`src/rtl/uart_chan_regs.svh`:
```
`ifndef UART_CHAN_REGS_SVH
`define UART_CHAN_REGS_SVH

// Byte addresses, one aligned 32-bit word each
`define ADDR_COMMAND 8'h00
`define ADDR_STATUS 8'h04
`define ADDR_MODE 8'h08
`define ADDR_DATA 8'h0c

// Command register fields
`define CMD_RX_EN 0
`define CMD_TX_EN 1
`define CMD_SET_PTR 4
`define CMD_RST 2'h0

// Mode register reset values and fields
`define MODE_ZERO_RST 8'h00
`define MODE_ONE_RST 8'h00
`define MODE_TWO_RST 8'h00
`define MODE_ZERO_RSVD_MASK 8'hf8
`define MODE_ONE_LEN_HI 1
`define MODE_ONE_LEN_LO 0
`define MODE_ONE_ODD 2
`define MODE_ONE_PAR_HI 4
`define MODE_ONE_PAR_LO 3
`define MODE_TWO_CHMODE_HI 7
`define MODE_TWO_CHMODE_LO 6
`define MODE_TWO_STOP_HI 3
`define MODE_TWO_STOP_LO 0

// Status register fields
`define ST_RX_READY 0
`define ST_TX_HOLD_READY 2
`define ST_TX_EMPTY 3
`define ST_PAR_ERR 5
`define ST_FRAME_ERR 6
`define ST_BREAK 7

// Timing in 16x baud ticks
`define TICK_LAST 4'hf
`define TICK_MID 4'h7
`define STOP_SHORT_BASE 6'h09
`define STOP_LONG_BASE 6'h19
`define STOP_FIVE_EXTRA 6'h08

`endif
```
`src/rtl/uart_chan_pkg.sv`:
```
package uart_chan_pkg;

  typedef enum logic [1:0] {MODE_NORMAL, MODE_AUTO_ECHO, MODE_LOCAL_LOOP, MODE_REMOTE_LOOP} chan_mode_t;
  typedef enum logic [1:0] {PTR_ZERO, PTR_ONE, PTR_TWO} mode_ptr_t;
  typedef enum logic [2:0] {RX_IDLE, RX_START, RX_DATA, RX_PARITY, RX_STOP, RX_BREAK} rx_state_t;
  typedef enum logic [2:0] {TX_IDLE, TX_START, TX_DATA, TX_PARITY, TX_STOP} tx_state_t;

  // Bits of a character of length code 0..3 (5..8 bits)
  function automatic logic [7:0] char_mask(input logic [1:0] len);
    char_mask = 8'hff >> (2'h3 - len);
  endfunction : char_mask

  // Index of the last data bit
  function automatic logic [2:0] last_bit(input logic [1:0] len);
    last_bit = {1'b0, len} + 3'h4;
  endfunction : last_bit

endpackage : uart_chan_pkg

```
`src/rtl/serial_tx_unit.sv`:
```
`timescale 1ns/10ps
`include "uart_chan_regs.svh"

module serial_tx_unit
  import uart_chan_pkg::*;
(
  input wire logic hclk,
  input wire logic hresetn,
  input wire logic tick,
  input wire logic load,
  input wire logic [7:0] data,
  input wire logic [1:0] len_code,
  input wire logic par_en,
  input wire logic par_odd,
  input wire logic [5:0] stop_len,
  output logic line,
  output logic busy
);

  tx_state_t state_q;
  logic [5:0] cnt_q;
  logic [2:0] idx_q;
  logic [7:0] shreg_q;
  logic par_q;
  wire logic bit_end = tick && cnt_q[3:0] == `TICK_LAST;
  wire logic stop_end = tick && cnt_q == stop_len - 6'h01;

  assign busy = state_q != TX_IDLE;

  always_ff @(posedge hclk or negedge hresetn)
  begin
    if (!hresetn)
    begin
      state_q <= TX_IDLE;
      cnt_q <= 6'h00;
      idx_q <= 3'h0;
      shreg_q <= 8'h00;
      par_q <= 1'b0;
      line <= 1'b1;
    end
    else
    begin
      if (tick)
        cnt_q <= cnt_q + 6'h01;
      case (state_q)
        TX_IDLE:
        begin
          line <= 1'b1;
          cnt_q <= 6'h00;
          if (load)
          begin
            shreg_q <= data;
            par_q <= (^data) ^ par_odd;
            idx_q <= 3'h0;
            line <= 1'b0;
            state_q <= TX_START;
          end
        end
        TX_START:
          if (bit_end)
          begin
            cnt_q <= 6'h00;
            line <= shreg_q[0];
            state_q <= TX_DATA;
          end
        TX_DATA:
          if (bit_end)
          begin
            cnt_q <= 6'h00;
            if (idx_q == last_bit(len_code))
            begin
              line <= par_en ? par_q : 1'b1;
              state_q <= par_en ? TX_PARITY : TX_STOP;
            end
            else
            begin
              idx_q <= idx_q + 3'h1;
              shreg_q <= shreg_q >> 1;
              line <= shreg_q[1];
            end
          end
        TX_PARITY:
          if (bit_end)
          begin
            cnt_q <= 6'h00;
            line <= 1'b1;
            state_q <= TX_STOP;
          end
        TX_STOP:
          // Stop length counted in sixteenths of a bit
          if (stop_end)
            state_q <= TX_IDLE;
        default:
          state_q <= TX_IDLE;
      endcase
    end
  end

endmodule : serial_tx_unit

```
`src/rtl/uart_chan_mode.sv`:
```
// Our own choice: the AHB-Lite register port.
`timescale 1ns/10ps
`include "uart_chan_regs.svh"

module uart_chan_mode
  import uart_chan_pkg::*;
(
  input wire logic hclk,
  input wire logic hresetn,
  input wire logic hsel,
  input wire logic [31:0] haddr,
  input wire logic [1:0] htrans,
  input wire logic hwrite,
  input wire logic [2:0] hsize,
  input wire logic [31:0] hwdata,
  input wire logic hready,
  output logic [31:0] hrdata,
  output logic hreadyout,
  output logic hresp,
  input wire logic rx_baud_tick,
  input wire logic tx_baud_tick,
  input wire logic chan_b_serial_in,
  output logic chan_b_serial_out,
  output logic tx_holding_ready_flag,
  output logic tx_empty_flag,
  output logic rx_char_ready
);

  // Bus state
  logic pend_q;
  logic wr_q;
  logic [7:0] addr_q;
  logic addr_ok_q;

  // Registers
  logic [1:0] cmd_q;
  logic [7:0] mode_zero_q;
  logic [7:0] mode_one_q;
  logic [7:0] mode_two_q;
  mode_ptr_t ptr_q;
  logic [7:0] hold_q;
  logic hold_full_q;
  logic [7:0] rx_data_q;
  logic rx_ready_q;
  logic par_err_q;
  logic frame_err_q;
  logic brk_q;

  // Receiver state
  rx_state_t rx_state_q;
  logic [3:0] rx_cnt_q;
  logic [2:0] rx_idx_q;
  logic [7:0] rx_sh_q;
  logic rx_par_q;
  logic echo_bit_q;
  logic brk_hold_q;

  wire logic addr_phase = hsel && htrans[1] && hready;
  wire logic acc_now = pend_q;
  wire logic wr_now = acc_now && wr_q && addr_ok_q;
  wire logic rd_now = acc_now && !wr_q && addr_ok_q;
  wire logic mode_acc = acc_now && addr_ok_q && addr_q == `ADDR_MODE;
  wire logic cmd_wr = wr_now && addr_q == `ADDR_COMMAND;
  wire logic data_wr = wr_now && addr_q == `ADDR_DATA;
  wire logic data_rd = rd_now && addr_q == `ADDR_DATA;

  wire chan_mode_t chan_mode = chan_mode_t'(mode_two_q[`MODE_TWO_CHMODE_HI:`MODE_TWO_CHMODE_LO]);
  wire logic m_echo = chan_mode == MODE_AUTO_ECHO;
  wire logic m_local = chan_mode == MODE_LOCAL_LOOP;
  wire logic m_remote = chan_mode == MODE_REMOTE_LOOP;
  wire logic m_reflect = m_echo || m_remote;

  wire logic rx_en = cmd_q[`CMD_RX_EN];
  wire logic tx_en = cmd_q[`CMD_TX_EN];
  wire logic [1:0] len_code = mode_one_q[`MODE_ONE_LEN_HI:`MODE_ONE_LEN_LO];
  wire logic par_en = mode_one_q[`MODE_ONE_PAR_HI:`MODE_ONE_PAR_LO] == 2'h0;
  wire logic par_odd = mode_one_q[`MODE_ONE_ODD];
  wire logic [3:0] stop_code = mode_two_q[`MODE_TWO_STOP_HI:`MODE_TWO_STOP_LO];

  // Stop time in sixteenths of a bit
  wire logic stop_long = stop_code[3];
  wire logic [5:0] stop_base = stop_long ? `STOP_LONG_BASE : `STOP_SHORT_BASE;
  wire logic [5:0] stop_plain = stop_base + {3'h0, stop_code[2:0]};
  wire logic five_bit = len_code == 2'h0;
  wire logic [5:0] stop_extra = (five_bit && !stop_long) ? `STOP_FIVE_EXTRA : 6'h00;
  wire logic [5:0] stop_len = stop_plain + stop_extra;

  // Clock and data routing per mode
  wire logic tx_line;
  wire logic tx_busy;
  wire logic rx_tick = m_local ? tx_baud_tick : rx_baud_tick;
  wire logic tx_tick = m_reflect ? rx_baud_tick : tx_baud_tick;
  wire logic rx_line = m_local ? tx_line : chan_b_serial_in;
  // The receiver is needed in local loop even when left disabled
  wire logic rx_active = rx_en || m_local;
  wire logic tx_load = hold_full_q && tx_en && !tx_busy && !m_echo;

  // Receiver decode
  wire logic rx_bit_end = rx_tick && rx_cnt_q == `TICK_LAST;
  wire logic rx_mid = rx_tick && rx_cnt_q == `TICK_MID;
  wire logic start_valid = rx_state_q == RX_START && rx_mid && !rx_line;
  wire logic stop_done = rx_state_q == RX_STOP && rx_bit_end;
  wire logic [7:0] rx_char = (rx_sh_q >> (2'h3 - len_code)) & char_mask(len_code);
  wire logic par_bad = par_en && ((^rx_char) ^ rx_par_q) != par_odd;
  wire logic is_break = stop_done && !rx_line && rx_char == 8'h00 && !(par_en && rx_par_q);
  // Remote loop hands nothing to the host and checks nothing
  wire logic deliver = stop_done && !m_remote;
  wire logic chk_par = deliver && par_bad;
  wire logic chk_frame = deliver && !rx_line;

  wire logic [7:0] status_byte = {brk_q, frame_err_q, par_err_q, 1'b0, !hold_full_q && !tx_busy && !m_echo,
    !hold_full_q && !m_echo, 1'b0, rx_ready_q};

  wire logic [7:0] mode_rd = ptr_q == PTR_ZERO ? (mode_zero_q & `MODE_ZERO_RSVD_MASK) :
    ptr_q == PTR_ONE ? mode_one_q : mode_two_q;

  logic [7:0] rd_byte;
  assign rd_byte = !addr_ok_q ? 8'h00 :
    addr_q == `ADDR_COMMAND ? {6'h00, cmd_q} :
    addr_q == `ADDR_STATUS ? status_byte :
    addr_q == `ADDR_MODE ? mode_rd :
    addr_q == `ADDR_DATA ? rx_data_q : 8'h00;

  // One wait state per transfer so that read data comes from a flop
  always_ff @(posedge hclk or negedge hresetn)
  begin
    if (!hresetn)
    begin
      pend_q <= 1'b0;
      wr_q <= 1'b0;
      addr_q <= 8'h00;
      addr_ok_q <= 1'b0;
      hreadyout <= 1'b1;
      hrdata <= 32'h0000_0000;
      hresp <= 1'b0;
    end
    else
    begin
      hresp <= 1'b0;
      pend_q <= addr_phase;
      hreadyout <= !addr_phase;
      if (addr_phase)
      begin
        wr_q <= hwrite;
        addr_q <= haddr[7:0];
        addr_ok_q <= haddr[31:8] == 24'h000000 && haddr[1:0] == 2'h0 && hsize == 3'h2;
      end
      if (rd_now)
        hrdata <= {24'h000000, rd_byte};
    end
  end

  always_ff @(posedge hclk or negedge hresetn)
  begin
    if (!hresetn)
      cmd_q <= `CMD_RST;
    else if (cmd_wr)
      cmd_q <= hwdata[1:0];
  end

  // Mode registers share one address behind the pointer
  always_ff @(posedge hclk or negedge hresetn)
  begin
    if (!hresetn)
    begin
      mode_zero_q <= `MODE_ZERO_RST;
      mode_one_q <= `MODE_ONE_RST;
      mode_two_q <= `MODE_TWO_RST;
    end
    else if (mode_acc && wr_q)
    begin
      case (ptr_q)
        PTR_ZERO: mode_zero_q <= hwdata[7:0] & `MODE_ZERO_RSVD_MASK;
        PTR_ONE: mode_one_q <= hwdata[7:0];
        default: mode_two_q <= hwdata[7:0];
      endcase
    end
  end

  always_ff @(posedge hclk or negedge hresetn)
  begin
    if (!hresetn)
      ptr_q <= PTR_ZERO;
    else if (cmd_wr && hwdata[`CMD_SET_PTR])
      ptr_q <= PTR_ZERO;
    else if (mode_acc)
    begin
      case (ptr_q)
        PTR_ZERO: ptr_q <= PTR_ONE;
        PTR_ONE: ptr_q <= PTR_TWO;
        default: ptr_q <= PTR_TWO;
      endcase
    end
  end

  // Transmit holding register; writes while full or in echo are dropped
  always_ff @(posedge hclk or negedge hresetn)
  begin
    if (!hresetn)
    begin
      hold_q <= 8'h00;
      hold_full_q <= 1'b0;
    end
    else if (tx_load)
      hold_full_q <= 1'b0;
    else if (data_wr && !hold_full_q && !m_echo)
    begin
      hold_q <= hwdata[7:0] & char_mask(len_code);
      hold_full_q <= 1'b1;
    end
  end

  serial_tx_unit u_tx (
    .hclk(hclk),
    .hresetn(hresetn),
    .tick(tx_tick),
    .load(tx_load),
    .data(hold_q),
    .len_code(len_code),
    .par_en(par_en),
    .par_odd(par_odd),
    .stop_len(stop_len),
    .line(tx_line),
    .busy(tx_busy)
  );

  // Receiver, 16x oversampled; samples at mid-bit
  always_ff @(posedge hclk or negedge hresetn)
  begin
    if (!hresetn)
    begin
      rx_state_q <= RX_IDLE;
      rx_cnt_q <= 4'h0;
      rx_idx_q <= 3'h0;
      rx_sh_q <= 8'h00;
      rx_par_q <= 1'b0;
    end
    else
    begin
      if (rx_tick)
        rx_cnt_q <= rx_cnt_q + 4'h1;
      case (rx_state_q)
        RX_IDLE:
        begin
          rx_cnt_q <= 4'h0;
          if (rx_active && rx_tick && !rx_line)
            rx_state_q <= RX_START;
        end
        RX_START:
          if (rx_mid)
          begin
            rx_cnt_q <= 4'h0;
            rx_idx_q <= 3'h0;
            rx_par_q <= 1'b0;
            rx_state_q <= rx_line ? RX_IDLE : RX_DATA;
          end
        RX_DATA:
          if (rx_bit_end)
          begin
            rx_sh_q <= {rx_line, rx_sh_q[7:1]};
            rx_idx_q <= rx_idx_q + 3'h1;
            if (rx_idx_q == last_bit(len_code))
              rx_state_q <= par_en ? RX_PARITY : RX_STOP;
          end
        RX_PARITY:
          if (rx_bit_end)
          begin
            rx_par_q <= rx_line;
            rx_state_q <= RX_STOP;
          end
        RX_STOP:
          if (rx_bit_end)
            rx_state_q <= is_break ? RX_BREAK : RX_IDLE;
        RX_BREAK:
          // Wait for the line to return to mark before hunting again
          if (rx_tick && rx_line)
            rx_state_q <= RX_IDLE;
        default:
          rx_state_q <= RX_IDLE;
      endcase
      if (!rx_active)
        rx_state_q <= RX_IDLE;
    end
  end

  // Host-side receive status; a new character wins over a read clear
  always_ff @(posedge hclk or negedge hresetn)
  begin
    if (!hresetn)
    begin
      rx_data_q <= 8'h00;
      rx_ready_q <= 1'b0;
      par_err_q <= 1'b0;
      frame_err_q <= 1'b0;
      brk_q <= 1'b0;
    end
    else if (deliver)
    begin
      rx_data_q <= rx_char;
      rx_ready_q <= 1'b1;
      par_err_q <= chk_par;
      frame_err_q <= chk_frame;
      brk_q <= is_break;
    end
    else if (data_rd || m_remote)
    begin
      rx_ready_q <= 1'b0;
      par_err_q <= 1'b0;
      frame_err_q <= 1'b0;
      brk_q <= 1'b0;
    end
  end

  // Reclock the raw line so parity and stop bits go back out unchanged
  always_ff @(posedge hclk or negedge hresetn)
  begin
    if (!hresetn)
    begin
      echo_bit_q <= 1'b1;
      brk_hold_q <= 1'b0;
    end
    else
    begin
      if (!rx_en)
        echo_bit_q <= 1'b1;
      else if (rx_tick)
        echo_bit_q <= rx_line;
      if (start_valid)
        brk_hold_q <= 1'b0;
      else if (is_break && m_reflect)
        brk_hold_q <= 1'b1;
    end
  end

  always_ff @(posedge hclk or negedge hresetn)
  begin
    if (!hresetn)
    begin
      chan_b_serial_out <= 1'b1;
      tx_holding_ready_flag <= 1'b0;
      tx_empty_flag <= 1'b0;
      rx_char_ready <= 1'b0;
    end
    else
    begin
      if (m_local)
        chan_b_serial_out <= 1'b1;
      else if (m_reflect)
        chan_b_serial_out <= echo_bit_q && !brk_hold_q;
      else
        chan_b_serial_out <= tx_line;
      tx_holding_ready_flag <= !hold_full_q && !m_echo;
      tx_empty_flag <= !hold_full_q && !tx_busy && !m_echo;
      rx_char_ready <= rx_ready_q;
    end
  end

endmodule : uart_chan_mode

```
`config.mk`:
```
export PLATFORM = sky130hd
export DESIGN_NAME = uart_chan_mode
export DESIGN_NICKNAME = d
export VERILOG_FILES = /design/src/rtl/uart_chan_pkg.sv /design/src/rtl/serial_tx_unit.sv /design/src/rtl/uart_chan_mode.sv
export VERILOG_INCLUDE_DIRS = /design/src /design/src/rtl
export SDC_FILE = /design/constraint.sdc
export NUM_CORES = 1
export LEC_CHECK = 0
export BUFFER_PORTS_ARGS = -buffer_cell sky130_fd_sc_hd__buf_4
export CORE_MARGIN = 8
export CORE_UTILIZATION = 60
export DETAILED_ROUTE_END_ITERATION = 7
export PLACE_DENSITY_LB_ADDON = 0.1
export SLEW_MARGIN = 10
export SYNTH_ARGS = -nofsm -noshare
export SYNTH_HDL_FRONTEND = slang
export SYNTH_SLANG_ARGS = --single-unit
```
`constraint.sdc`:
```
create_clock -name hclk -period 6.8 [get_ports hclk]
set_input_delay 0 -clock hclk [delete_from_list [all_inputs] [get_ports hclk]]
set_output_delay 0 -clock hclk [all_outputs]
set_load 0.01 [all_outputs]
```
==> results.py <==
metrics = {
    "sta": {
        "slew-limit-headroom_pct": 42.20,
        "slew_violations": 0,
        "finalSetupViolCount": 0,
        "layout_min_cycle_time_ps": 2660,
        "rsz0062_at_grt": "false",
        "setup-tns-final_ps": 0,
        "layout_setup_ws_ps": 4140,
        "finalHoldViolCount": 6,
        "min_period_over_period_pct": 39.12,
        "max_freq_ghz": 0.3759,
        "holdWs_ps": -8.648,
        "worst_slew_pin_slew_ps": 867.0,
        "skew_ps": 6.828,
    },
    "synthesis": {
        "synth_edf_count": 0,
        "ys_ff_latch": 113,
        "yosysWarnings": 0,
        "synth_cell_types": 65,
        "synth_cells": 584,
        "netlist_area_mm2": 0.006130,
        "synth_ff_type": "dfrtp_1",
        "synth-async-reset-ratio_pct": 100.0,
        "ys_seq_area_share_pct": 46.21,
        "syn_area_per_cell_um2": 10.50,
    },
    "drt": {
        "via_per_inst": 5.627,
        "wl_per_cell_um": 17.02,
        "wl_um": 13860,
        "drt_iter0_drc": 384,
        "vias": 4580,
        "drc_errors": 0,
        "first_pass_iters": 5,
        "drtAntennaViolNets": 0,
    },
    "floorplanning": {
        "std_cell_rows": 37,
        "die_area_mm2": 0.01371,
        "dieWidth_um": 117.1,
        "fp.coreArea_mm2": 0.01014,
        "start_util_pct": 60.46,
        "die-height_um": 117.1,
        "io_pins": 115,
    },
    "cts": {
        "clock_tree.root_cell": "clkbuf_8",
        "cts_tree": "yes",
        "clk_latency_ps": 540,
        "post_cts_buffers": 0,
        "clk_pin_slew_worst_paths_ps": 60,
        "cts_sinks": 113,
        "h-tree-depth": 4,
        "cts_buffers": 17,
        "clk_path_buf_depth": 2,
    },
    "placement": {
        "gp_congestion": 0.8869,
        "placed_cells": 756,
        "placed_cell_area_mm2": 0.006540,
        "dpl.hpwl_um": 9527,
        "place_ws_ps": 4104,
        "io_buffers": 64,
    },
    "worst_setup_path": {
        "crit_type": "reg -> reg",
        "cp-end-kind": "flop",
        "crit_top_cell": "xnor2_1",
        "cpLargestDelayFamily": "flip-flops",
        "crit_buf_inv": 0,
        "cpPeakStageDelay_ps": 850,
        "worst_path_max_delay_cell": "dfrtp_1",
        "cp_data_required_time_ps": 7220,
        "crit_chain": "mux2_2 > o21ai_0 > ha_1 > xnor2_1 > xnor2_1 > xnor2_1 > a32o_1",
        "cp-start-kind": "flop",
        "cp_max_fo": 17,
        "cp.arrival_ps": 3080,
    },
    "worst_hold_path": {
        "worstHoldPathType": "in -> async",
    },
    "global_route": {
        "gr-total-overflow": 0,
        "grt_first_pass_wirelength_um": 23180,
        "grt_pass1_vias": 4693,
        "antenna_found_initial": 0,
        "grt_max_degree": 71,
        "grt_util_all_layers_pct": 22.34,
    },
    "layout": {
        "instances_no_fill": 814,
        "num_antenna_cells": 0,
        "utilization_pct": 72.92,
        "nFillCells": 734,
        "drive_above_1_share_pct": 25.81,
        "nNetsFinal": 751,
        "final_area_mm2": 0.007393,
        "syn_to_final_growth_pct": 20.62,
    },
    "pwr": {
        "ir_worst_vdd_mv": 0.2084,
        "p_leak_nw": 3.392,
        "power_density_mw_per_mm2": 232.2,
    },
    "flow_run": {
        "maxCapViolations": 0,
    },
    "status": {
        "status": "finished, violations left",
        "violations": "negative hold slack",
    },
}
[through the flow]
step                hold slack [ps]  power (mW)
finish                       -8.648       1.716
CTS                           11.75       1.726
global route                  54.52       1.780
floorplan                    -295.6      0.7978
detailed placement            32.21      0.8419
global placement              30.14      0.8383
[final cells by class]
| cell class | instances | area, µm² | share of cell area (%) |
|---|---|---|---|
| clock inverters | 11 | 137.6 | 1.862 |
| repair buffers | 94 | 773.2 | 10.46 |
| inverters | 16 | 60.06 | 0.8123 |
| well taps | 136 | 170.2 | 2.302 |
| clock buffers | 20 | 445.4 | 6.025 |
| multi-input cells | 424 | 2974 | 40.23 |
| flip-flops and latches | 113 | 2833 | 38.31 |
[flip-flops by register name, summed over array words and instances (netlist names), 2 cells and up]
name / count
ptr_q: 2
rx_sh_q: 8
u_tx.shreg_q: 8
hrdata: 8
addr_q: 8
hold_q: 8
u_tx.cnt_q: 6
mode_two_q: 8
u_tx.idx_q: 3
rx_state_q: 3
rx_idx_q: 3
u_tx.state_q: 3
cmd_q: 2
rx_cnt_q: 4
mode_one_q: 8
mode_zero_q: 5
rx_data_q: 8
[cells by family (layout without fill, tap and decap cells)]
group	count (synthesis)	after routing	synth area share, %
muxes	87	87	16.17
other	1	25	0.06118
AOI/OAI and AO/OA	104	104	10.57
xor gates and xnor gates	30	30	4.287
adders and majority gates	8	8	1.633
buffers and inverters	71	141	6.736
DFF	113	113	46.21
and+or+nand+nor	170	170	14.33
[routing by layer]
layer | GRT usage (%) | vias to the layer above | wire, µm
met5 | 0 | - | 0
met3 | 8.261 | 22 | 1055
met4 | 8.362 | 0 | 257
met1 | 28.83 | 2233 | 6111
li1 | - | 2183 | -
met2 | 33.67 | 142 | 6432
[synthesized netlist by cell type, drive strengths merged (7+ instances only)]
cell / instances / share of area [%]
a21oi: 27 / 2.2
a22oi: 7 / 0.86
buf: 42 / 4.9
clkbuf: 13 / 0.86
dfrtp: 109 / 44
ha: 8 / 1.6
inv: 16 / 0.98
mux2: 56 / 11
mux2i: 30 / 5.0
nand2: 49 / 3.0
nand3: 9 / 0.73
nand4: 10 / 1.0
nor2: 47 / 2.9
nor3: 15 / 1.3
o21ai: 35 / 2.9
xnor2: 19 / 2.7
xor2: 11 / 1.6
[report_power, final]
group | switching, mW | internal [mW] | total (mW)
logic | 0.0616 | 0.0682 | 0.130
registers | 0.0234 | 0.689 | 0.713
clock network | 0.303 | 0.571 | 0.874
[path summary, 6_finish.rpt]
| check | startpoint | to | slack [ps] | cells after the start |
|---|---|---|---|---|
| max reg2reg | mode_one_q[0]$_DFFE_PN0P_ | par_err_q$_DFFE_PN0P_ | 4140 | 7 |
| min | hresetn | rx_cnt_q[2]$_DFF_PN0_ | -9 | 2 |
| min in group hclk | htrans[1] | hreadyout$_DFF_PN1_ | 80 | 2 |
| min reg2reg | rx_ready_q$_DFFE_PN0P_ | rx_char_ready$_DFF_PN0_ | 440 | 0 |
| max | mode_one_q[0]$_DFFE_PN0P_ | par_err_q$_DFFE_PN0P_ | 4140 | 7 |
| max in group asynchronous | hresetn | u_tx.idx_q[1]$_DFFE_PN0P_ | 5500 | 3 |
[cells in the final DEF (no fill, tap or decap), types with 4 or more instances in the layout]
cell type        n
nor2b_1          5
dlygate4sd3_1   27
dfstp_2          4
xor2_1          11
nor4_1           6
mux2i_1         29
o21ai_0         35
nand3_1          9
nor2_1          47
nand2_1         49
mux2_2          47
nand2b_1         4
ha_1             8
buf_4           67
xnor2_1         19
dfrtp_1        109
clkinv_2         5
a21oi_1         27
conb_1          25
mux2_4           9
nand4_1         10
o22ai_1          4
nor3_1          14
a22oi_1          7
inv_1           16
clkbuf_16       16
[timing repair]
action | in CTS | in global routing
hold buffers | 27 | 0
gates resized for setup | 0 | 0
hold endpoints to repair | 93 | 0
(Power assumes the default switching activity.)
